**config.mk**
```make
export PLATFORM = sky130hd
export DESIGN_NAME = tptr_top
export DESIGN_NICKNAME = d
export VERILOG_FILES = /design/src/rtl/tptr_pkg.sv /design/src/rtl/tptr_wr_if.sv /design/src/rtl/tptr_template_mem.sv /design/src/rtl/tptr_trim_reg.sv /design/src/rtl/tptr_top.sv
export SDC_FILE = /design/constraint.sdc
export NUM_CORES = 2
export LEC_CHECK = 0
export BUFFER_PORTS_ARGS = -buffer_cell sky130_fd_sc_hd__buf_2
export CAP_MARGIN = 15
export CORE_MARGIN = 5
export CORE_UTILIZATION = 35
export CTS_BUF_LIST = sky130_fd_sc_hd__clkbuf_8
export DETAILED_ROUTE_END_ITERATION = 10
export PLACE_DENSITY = 0.47
export SYNTH_ARGS = -nofsm -noshare
export SYNTH_HDL_FRONTEND = slang
export SYNTH_SLANG_ARGS = --single-unit
```
**constraint.sdc**
```tcl
create_clock -name clk_i -period 30.3 [get_ports clk_i]
set_clock_uncertainty 0.05 [all_clocks]
set_input_delay 1.515 -clock clk_i [delete_from_list [all_inputs] [get_ports clk_i]]
set_output_delay 1.515 -clock clk_i [all_outputs]
set_load 0.01 [all_outputs]
```
**src/rtl/tptr_pkg.sv**
```systemverilog
package tptr_pkg;

  // ---------------------------------------------------------------
  // register indices (byte address is four times the index)
  // ---------------------------------------------------------------
  localparam logic [7:0] IDX_WR_ADDR  = 8'hf2;
  localparam logic [7:0] IDX_WR_DATA  = 8'hf3;
  localparam logic [7:0] IDX_NEG_TRIM = 8'hf4;
  localparam logic [7:0] IDX_POS_TRIM = 8'hf5;
  localparam logic [7:0] IDX_SRC_SEL  = 8'hf6;

  // ---------------------------------------------------------------
  // field positions
  // ---------------------------------------------------------------
  localparam int unsigned ADDR_UI_LSB     = 0;
  localparam int unsigned ADDR_SAMPLE_LSB = 3;
  localparam int unsigned TRIM_EN_BIT     = 0;
  localparam int unsigned TRIM_MAG_LSB    = 1;
  localparam int unsigned TRIM_DIR_BIT    = 6;
  localparam int unsigned SRC_SEL_BIT     = 0;
  localparam int unsigned TPL_SIGN_BIT    = 6;

  // ---------------------------------------------------------------
  // sizes, limits and reset values
  // ---------------------------------------------------------------
  localparam int unsigned UI_COUNT       = 5;
  localparam int unsigned SAMPLE_COUNT   = 24;
  localparam int unsigned TEMPLATE_DEPTH = 120;
  localparam logic [2:0]  UI_MAX         = 3'h4;
  localparam logic [4:0]  SAMPLE_MAX     = 5'h17;
  localparam logic [6:0]  TPL_BAD_CODE   = 7'h7f;
  localparam logic [7:0]  WR_ADDR_RST    = 8'h00;
  localparam logic [6:0]  TRIM_RST       = 7'h00;
  localparam logic        SRC_SEL_RST    = 1'b0;
  localparam logic [6:0]  TPL_RST        = 7'h00;

  typedef logic [6:0] tptr_tpl_idx_t;
  typedef logic [6:0] tptr_sample_t;

  // flat template index from unit interval and sample
  function automatic tptr_tpl_idx_t tptr_tpl_index(input logic [2:0] ui,
                                                   input logic [4:0] sample);
    tptr_tpl_index = 7'(int'(ui) * int'(SAMPLE_COUNT) + int'(sample));
  endfunction : tptr_tpl_index

  // both selectors within their defined ranges
  function automatic logic tptr_addr_ok(input logic [2:0] ui,
                                        input logic [4:0] sample);
    tptr_addr_ok = (ui <= UI_MAX) && (sample <= SAMPLE_MAX);
  endfunction : tptr_addr_ok

  // sign-magnitude to two's complement
  function automatic tptr_sample_t tptr_sm_to_twos(input tptr_sample_t sm);
    tptr_sm_to_twos = sm[TPL_SIGN_BIT] ? 7'(-{1'b0, sm[5:0]}) : {1'b0, sm[5:0]};
  endfunction : tptr_sm_to_twos

endpackage : tptr_pkg

```
**src/rtl/tptr_wr_if.sv**
```systemverilog
`timescale 1ns/1ns
// write-side signals shared by the storage modules
interface tptr_wr_if;
  logic       hold;
  logic [7:0] wdata;
  logic       tpl_we;
  logic [2:0] ui;
  logic [4:0] sample;
  logic       any_we;
  logic       src_sel;

  modport src (output hold, output wdata, output tpl_we, output ui, output sample,
               output any_we, output src_sel);
  modport dst (input hold, input wdata, input tpl_we, input ui, input sample,
               input any_we, input src_sel);
endinterface : tptr_wr_if

```
**src/rtl/tptr_template_mem.sv**
```systemverilog
`timescale 1ns/1ns
module tptr_template_mem (
  input  wire logic       clk_i,
  input  wire logic       rst_i,
  tptr_wr_if.dst          wr,
  input  wire logic [2:0] rd_ui_i,
  input  wire logic [4:0] rd_sample_i,
  output logic [6:0]      rd_data_o
);

  logic [6:0] mem_r [tptr_pkg::TEMPLATE_DEPTH];
  logic       wr_ok;

  // defined address and legal code only
  assign wr_ok = wr.tpl_we && tptr_pkg::tptr_addr_ok(wr.ui, wr.sample)  // RULE1 RULE2 RULE14
                 && (wr.wdata[6:0] != tptr_pkg::TPL_BAD_CODE);          // RULE5

  // template storage, cleared while powered down
  always_ff @(posedge clk_i or posedge rst_i)
  begin
    if (rst_i)
    begin
      for (int i = 0; i < int'(tptr_pkg::TEMPLATE_DEPTH); i++)
        mem_r[i] <= tptr_pkg::TPL_RST;
    end
    else if (wr.hold)
    begin
      for (int i = 0; i < int'(tptr_pkg::TEMPLATE_DEPTH); i++)
        mem_r[i] <= tptr_pkg::TPL_RST;  // RULE6
    end
    else if (wr_ok)
      mem_r[tptr_pkg::tptr_tpl_index(wr.ui, wr.sample)] <= wr.wdata[6:0];  // RULE4
  end

  // registered read port in two's complement
  always_ff @(posedge clk_i or posedge rst_i)
  begin
    if (rst_i)
      rd_data_o <= tptr_pkg::TPL_RST;
    else if (!tptr_pkg::tptr_addr_ok(rd_ui_i, rd_sample_i))
      rd_data_o <= tptr_pkg::TPL_RST;
    else
      rd_data_o <= tptr_pkg::tptr_sm_to_twos(
                     mem_r[tptr_pkg::tptr_tpl_index(rd_ui_i, rd_sample_i)]);  // RULE5
  end

endmodule : tptr_template_mem

```
**src/rtl/tptr_trim_reg.sv**
```systemverilog
`timescale 1ns/1ns
module tptr_trim_reg (
  input  wire logic       clk_i,
  input  wire logic       rst_i,
  tptr_wr_if.dst          wr,
  input  wire logic       trim_we_i,
  input  wire logic [5:0] fuse_value_i,
  output logic [6:0]      trim_o,
  output logic            fuse_sense_o
);

  typedef enum logic {FUSE_IDLE, FUSE_ARMED} tptr_fuse_state_t;
  tptr_fuse_state_t state_r;

  // trim value and fuse copy sequence
  always_ff @(posedge clk_i or posedge rst_i)
  begin
    if (rst_i)
    begin
      trim_o  <= tptr_pkg::TRIM_RST;
      state_r <= FUSE_IDLE;
    end
    else if (wr.hold)
    begin
      trim_o  <= tptr_pkg::TRIM_RST;  // RULE6
      state_r <= FUSE_IDLE;
    end
    else if (trim_we_i && wr.src_sel)
    begin
      trim_o  <= wr.wdata[6:0];  // RULE11 RULE7 RULE10
      state_r <= FUSE_IDLE;
    end
    else if (trim_we_i)
    begin
      case (state_r)
        FUSE_IDLE:
          state_r <= FUSE_ARMED;  // RULE11 RULE12
        FUSE_ARMED:
        begin
          trim_o  <= {fuse_value_i, trim_o[tptr_pkg::TRIM_EN_BIT]};  // RULE11 RULE12
          state_r <= FUSE_IDLE;
        end
        default:
          state_r <= FUSE_IDLE;
      endcase
    end
    else if (wr.any_we)
      state_r <= FUSE_IDLE;  // copy needs two writes in a row
  end

  // fuse interface outputs active while armed
  always_ff @(posedge clk_i or posedge rst_i)
  begin
    if (rst_i)
      fuse_sense_o <= 1'b0;
    else if (wr.hold)
      fuse_sense_o <= 1'b0;
    else if (trim_we_i && !wr.src_sel)
      fuse_sense_o <= (state_r == FUSE_IDLE);
    else if (wr.any_we)
      fuse_sense_o <= 1'b0;
  end

endmodule : tptr_trim_reg

```
**src/rtl/tptr_top.sv**
```systemverilog
// Implementation choice: the Wishbone interface to the registers.
`timescale 1ns/1ns
// Operation
// RULE1: unit interval selector uses 0 to 4; 5 to 7 undefined.
// RULE2: sample selector uses 0x00 to 0x17; 0x18 to 0x1f undefined.
// RULE3: address register: sample in bits 7:3, unit interval in 2:0, reset zero.
// RULE4: write address first, then each data write stores one of 120 entries.
// RULE5: template data is sign-magnitude, bit 6 sign; -63 is not allowed.
// RULE6: power-down bit high holds every register of the block in reset; template read data clears a cycle late, bus ack/data are not reset.
// RULE7: negative trim: bits 5:1 magnitude, bit 6 direction, bit 0 enable low.
// RULE8: enable low and fuse pin high blows fuses, only in analog test mode.
// RULE9: enable low and fuse pin low makes bits 6:1 override the fuses.
// RULE10: positive trim register has the same layout and fuse behaviour.
// RULE11: source select picks bus data at one, burned fuse values at zero.
// RULE12: software sets enables, writes each trim twice to copy fuse data.
// RULE13: software should clear both enables afterwards against fuse regrowth.
// RULE14: data write with an undefined selector leaves all entries unchanged.
module tptr_top (
  input  wire logic        clk_i,
  input  wire logic        rst_i,
  input  wire logic        wb_cyc_i,
  input  wire logic        wb_stb_i,
  input  wire logic        wb_we_i,
  input  wire logic [11:0] wb_adr_i,
  input  wire logic [3:0]  wb_sel_i,
  input  wire logic [31:0] wb_dat_i,
  output logic [31:0]      wb_dat_o,
  output logic             wb_ack_o,
  input  wire logic        tx_line_if_powerdown_i,
  input  wire logic        analog_test_mode_i,
  input  wire logic        fuse_blow_pin_i,
  input  wire logic [5:0]  neg_fuse_value_i,
  input  wire logic [5:0]  pos_fuse_value_i,
  output logic [6:0]       neg_current_trim_o,
  output logic [6:0]       pos_current_trim_o,
  output logic [5:0]       neg_fuse_blow_o,
  output logic [5:0]       pos_fuse_blow_o,
  output logic             neg_fuse_override_o,
  output logic             pos_fuse_override_o,
  output logic             neg_fuse_sense_o,
  output logic             pos_fuse_sense_o,
  input  wire logic [2:0]  tpl_rd_ui_i,
  input  wire logic [4:0]  tpl_rd_sample_i,
  output logic [6:0]       tpl_rd_data_o
);

  // ---------------------------------------------------------------
  // bus decode
  // ---------------------------------------------------------------
  tptr_wr_if wr ();

  logic       wb_req;
  logic       wr_en;
  logic [7:0] idx;
  logic       in_range;
  logic [7:0] wr_addr_r;
  logic       src_sel_r;
  logic [6:0] neg_trim;
  logic [6:0] pos_trim;
  logic [7:0] rd_byte;

  // new request only while no answer is out
  assign wb_req   = wb_cyc_i && wb_stb_i && !wb_ack_o;
  assign idx      = wb_adr_i[9:2];
  assign in_range = (wb_adr_i[11:10] == 2'h0) && (wb_adr_i[1:0] == 2'h0);
  assign wr_en    = wb_req && wb_we_i && wb_sel_i[0] && in_range;

  // ---------------------------------------------------------------
  // write-side carrier
  // ---------------------------------------------------------------
  assign wr.hold    = tx_line_if_powerdown_i;
  assign wr.wdata   = wb_dat_i[7:0];
  assign wr.tpl_we  = wr_en && (idx == tptr_pkg::IDX_WR_DATA);  // RULE4
  assign wr.ui      = wr_addr_r[tptr_pkg::ADDR_UI_LSB +: 3];       // RULE3
  assign wr.sample  = wr_addr_r[tptr_pkg::ADDR_SAMPLE_LSB +: 5];   // RULE3
  assign wr.any_we  = wr_en;
  assign wr.src_sel = src_sel_r;

  // ---------------------------------------------------------------
  // address and source select registers
  // ---------------------------------------------------------------
  // template write address
  always_ff @(posedge clk_i or posedge rst_i)
  begin
    if (rst_i)
      wr_addr_r <= tptr_pkg::WR_ADDR_RST;
    else if (tx_line_if_powerdown_i)
      wr_addr_r <= tptr_pkg::WR_ADDR_RST;  // RULE6
    else if (wr_en && (idx == tptr_pkg::IDX_WR_ADDR))
      wr_addr_r <= wb_dat_i[7:0];  // RULE3
  end

  // trim source select
  always_ff @(posedge clk_i or posedge rst_i)
  begin
    if (rst_i)
      src_sel_r <= tptr_pkg::SRC_SEL_RST;
    else if (tx_line_if_powerdown_i)
      src_sel_r <= tptr_pkg::SRC_SEL_RST;  // RULE6
    else if (wr_en && (idx == tptr_pkg::IDX_SRC_SEL))
      src_sel_r <= wb_dat_i[tptr_pkg::SRC_SEL_BIT];  // RULE11
  end

  // ---------------------------------------------------------------
  // storage modules
  // ---------------------------------------------------------------
  tptr_template_mem u_tpl (
    .clk_i       (clk_i),
    .rst_i       (rst_i),
    .wr          (wr),
    .rd_ui_i     (tpl_rd_ui_i),
    .rd_sample_i (tpl_rd_sample_i),
    .rd_data_o   (tpl_rd_data_o)
  );

  tptr_trim_reg u_neg (
    .clk_i        (clk_i),
    .rst_i        (rst_i),
    .wr           (wr),
    .trim_we_i    (wr_en && (idx == tptr_pkg::IDX_NEG_TRIM)),
    .fuse_value_i (neg_fuse_value_i),
    .trim_o       (neg_trim),
    .fuse_sense_o (neg_fuse_sense_o)
  );

  tptr_trim_reg u_pos (
    .clk_i        (clk_i),
    .rst_i        (rst_i),
    .wr           (wr),
    .trim_we_i    (wr_en && (idx == tptr_pkg::IDX_POS_TRIM)),
    .fuse_value_i (pos_fuse_value_i),
    .trim_o       (pos_trim),
    .fuse_sense_o (pos_fuse_sense_o)
  );

  assign neg_current_trim_o = neg_trim;  // RULE7
  assign pos_current_trim_o = pos_trim;  // RULE10

  // ---------------------------------------------------------------
  // fuse blow and override drive
  // ---------------------------------------------------------------
  // blow only in test mode with pin high; override with pin low
  always_ff @(posedge clk_i or posedge rst_i)
  begin
    if (rst_i)
    begin
      neg_fuse_blow_o     <= 6'h00;
      pos_fuse_blow_o     <= 6'h00;
      neg_fuse_override_o <= 1'b0;
      pos_fuse_override_o <= 1'b0;
    end
    else if (tx_line_if_powerdown_i)
    begin
      neg_fuse_blow_o     <= 6'h00;
      pos_fuse_blow_o     <= 6'h00;
      neg_fuse_override_o <= 1'b0;
      pos_fuse_override_o <= 1'b0;
    end
    else
    begin
      neg_fuse_blow_o <= (!neg_trim[tptr_pkg::TRIM_EN_BIT] && fuse_blow_pin_i
                          && analog_test_mode_i) ? neg_trim[6:1] : 6'h00;  // RULE8
      pos_fuse_blow_o <= (!pos_trim[tptr_pkg::TRIM_EN_BIT] && fuse_blow_pin_i
                          && analog_test_mode_i) ? pos_trim[6:1] : 6'h00;  // RULE8 RULE10
      neg_fuse_override_o <= !neg_trim[tptr_pkg::TRIM_EN_BIT] && !fuse_blow_pin_i;  // RULE9
      pos_fuse_override_o <= !pos_trim[tptr_pkg::TRIM_EN_BIT] && !fuse_blow_pin_i;  // RULE9 RULE10
    end
  end

  // ---------------------------------------------------------------
  // read mux and answer
  // ---------------------------------------------------------------
  // data register is write only and reads zero
  always_comb
  begin
    rd_byte = 8'h00;
    if (in_range)
    begin
      case (idx)
        tptr_pkg::IDX_WR_ADDR:  rd_byte = wr_addr_r;
        tptr_pkg::IDX_NEG_TRIM: rd_byte = {1'b0, neg_trim};
        tptr_pkg::IDX_POS_TRIM: rd_byte = {1'b0, pos_trim};
        tptr_pkg::IDX_SRC_SEL:  rd_byte = {7'h00, src_sel_r};
        default:                rd_byte = 8'h00;
      endcase
    end
  end

  // one-cycle ack, every address answered
  always_ff @(posedge clk_i or posedge rst_i)
  begin
    if (rst_i)
    begin
      wb_ack_o <= 1'b0;
      wb_dat_o <= 32'h0000_0000;
    end
    else
    begin
      wb_ack_o <= wb_req;
      if (wb_req && !wb_we_i)
        wb_dat_o <= {24'h00_0000, rd_byte};
    end
  end

endmodule : tptr_top

```
==> impl_metrics.csv <==
group,metric,value,unit
outcome,status,"finished clean",
floorplan,die_x,362.9,um
sta,layout_min_cycle_time,6.011,ns
sta,hold_ws,0.4379,ns
critical_path,worst_ep_required_time,30.96,ns
critical_path,cp.depth,12,
min_path,hp-class,"register to register",
critical_path,crit_chain,"buf_8 -> buf_4 -> buf_4 -> mux4_2 -> nand2_1 -> a21oi_1 -> a221oi_1 -> o31ai_1 -> a211oi_2 -> a41oi_1 -> xnor2_1 -> nor2_1",
drt,first_pass_iters,8,
sta,hold_violations,0,
cells_and_area,finalNetCount,4853,
placed_design,routabilityCongestion,0.8404,
grt,grt_pass1_vias,35320,
cts,cts-root-buf,"clkbuf_8",
cts,ctsHtreeMaxLevel,4,
job,maxCapViolCount,0,
critical_path,crit_path_top_delay_cell,"buf_4",
cells_and_area,area_delta_synth_final,11.75,%
sta,slew_headroom,21.30,%
drt,vias_per_cell,5.468,
pwr,power.density,53.69,nW/um2
critical_path,slowest_delay,0.80,ns
sta,timing.final.crit_share,19.84,%
synth,yosys_register_bits,897,
grt,grt_overflow,0,
cts,cts.sinks,897,
drt,drt_first_iter_violations,3338,
grt,met1_usage,33.60,%
floorplan,core-area,123600,um2
placed_design,dp_hpwl,96.34,mm
floorplan,ioPinCount,146,
critical_path,crit_fanout,58,
grt,grtUsageTotal,24.03,%
grt,grt_pass1_wl,240.2,mm
cts,cts.path.max_buffers,3,
sta,setup_violations,0,
synth,yosysWarnings,0,
synth,ys_top_cells_by_count,"nand2_1, dfrtp_1, a21oi_1, clkbuf_1, mux4_2",
synth,syn_area,43580,um2
floorplan,fp-row-count,129,
sta,clock.fmax,0.1664,GHz
synth,syn_inst,4730,
grt,antenna_found_initial,5,
drt,drc,0,
synth,avgSynthCellArea,9.214,um2
grt,grt_use_met3,4.486,%
sta,rsz0062_at_grt,"no",
sta,worst_slew_pin_slew,1.181,ns
grt,grt_max_degree,169,
synth,yosysTopAreaCell,"dfrtp_1",
drt,wl_per_cell,24.63,um
floorplan,dieArea,131700,um2
synth,synth-edff-count,0,
cts,cts-resized-gates,0,
cts,clk_pin_slew_worst_paths,0.06,ns
grt,use_met2,37.44,%
floorplan,start_util,35.25,%
cts,clock_latency,0.83,ns
cts,cts_made_buffers,165,
synth,synthTopCellsByArea,"dfrtp_1, nand2_1, mux4_2",
sta,slew_viol_final,0,
synth,ys_seq_area_share,51.50,%
critical_path,start_kind,"primary input",
cells_and_area,drive_above_1_share,13.06,%
cells_and_area,fillers,12430,
cts,postCtsSetupBuffers,0,
critical_path,crit_path_end_kind,"register",
synth,synth_most_common_cell,"nand2_1",
grt,top_usage_layer,"met2",
drt,wl,160.9,mm
synth,synth_flop_cell,"dfrtp_1",
synth,synth_top_cell_area_share,51.50,%
critical_path,path_delay_family,"buffers and inverters",
pwr,leakagePower,19.66,nW
cts,cts_tree,"built",
synth,ys_types,69,
sta,setup_tns,0,ns
cells_and_area,fin_util,39.39,%
critical_path,critPathKind,"primary input to register",
min_path,hold_depth,2,
sta,fin_ws,24.29,ns
floorplan,die_h,362.9,um
drt,postRouteAntennaNets,0,
cts,postCtsHoldBufs,0,
placed_design,dp_slack,23.48,ns
critical_path,path_buf_inv,3,
placed_design,port_buffers,94,
critical_path,reg2regPathDepth,9,
drt,vias,35720,
critical_path,path_common_cell,"buf_4",
synth,async_flop_share,100.0,%
critical_path,arrival,6.67,ns
pwr,peakVddDrop,0.03253,mV
-- area by class of cell --
cell class,count,area [um2],share of cell area [%]
tap,1637,2048,4.206
antenna,2,5.005,0.01028
clock buffer,214,2945,6.048
clock inverter,83,392.9,0.8067
timing repair buffer,162,1076,2.209
multi-input combinational,3519,19710,40.47
inverter,19,78.83,0.1619
sequential,897,22450,46.09
-- metal layers --
layer | up-vias | routed length, um
li1 | 16060 | -
met1 | 18120 | 70700
met2 | 1233 | 74350
met3 | 309 | 10100
met4 | 8 | 5727
met5 | - | 55
-- path summary, 6_finish.rpt --
kind / slack (ns) / start / end
worst max-delay path: 24.29 / tpl_rd_sample_i[0] / u_tpl.rd_data_o[5]
worst min-delay path: 0.44 / wb_dat_o[7] / wb_dat_o[7]
worst max register to register: 26.34 / wr_addr_r[1] / u_tpl.mem_r[378]
worst min register to register: 0.44 / wb_dat_o[7] / wb_dat_o[7]
max in group asynchronous: 26.22 / rst_i / u_tpl.mem_r[731]
min in group asynchronous: 0.70 / rst_i / neg_fuse_blow_o[1]
-- metrics by stage --
step,power [W],std cells,instance area (um2)
global placement,0.001450,6233,45350
global route,0.002714,6532,48700
detailed placement,0.001450,6233,45350
CTS,0.002644,6530,48690
floorplan,0.001366,4753,43670
finish,0.002615,6533,48700
-- sequential cells by signal, summed over array words and instances (netlist names), 6 cells and up --
name / cells
wr_addr_r: 8
wb_dat_o: 8
u_neg.trim_o: 7
u_tpl.rd_data_o: 7
u_tpl.mem_r: 840
pos_fuse_blow_o: 6
neg_fuse_blow_o: 6
u_pos.trim_o: 7
-- worst reg2reg max path: stages (launching register included) --
cell,delay (ns)
dfrtp_1,0.43
inv_1,0.11
ha_1,0.34
inv_1,0.06
fa_1,0.93
nor2b_1,0.57
nand2_1,0.45
nor2_1,0.63
nand2_1,0.11
a21oi_1,0.19
-- power by group --
group	switching (W)	total, W	internal (W)
sequential	0.00000407	0.00121	0.00120
combinational	0.000176	0.000223	0.0000472
clock	0.000545	0.00118	0.000639
total	0.000725	0.00261	0.00189
-- layout by cell type, fill, tap and decap left out, drive strengths merged, types with 3 or more instances in the layout --
cell and count:
mux2i 61, a221oi 5, nor2 181, nand4 5
nand2 1899, inv 87, conb 24, or2 4
buf 161, and2 16, a21oi 866, fa 4
mux4 214, nor2b 13, nor4 5, mux2 9
a311oi 4, o22ai 7, o221ai 3, dfrtp 897
nor3 18, clkbuf 215, xor2 6, clkinv 11
nand2b 14, ha 9, a21o 3, a211oi 9
nand3 23, clkinvlp 3, o31ai 4, a22o 10
xnor2 6, a22oi 23, a221o 4, or3 4
o21ai 38
-- cells by family after synthesis --
kind of cell             share of synthesized area [%]
buffers and inverters                            3.546
adder cells (fa/ha/maj)                         0.4421
AND/OR/NAND/NOR                                  19.38
AO/OA/AOI/OAI                                    12.19
flip-flops                                       51.50
other                                         0.008605
multiplexers                                     12.69
XOR/XNOR                                        0.2412
Note: power is estimated with default switching activity, not from simulation.
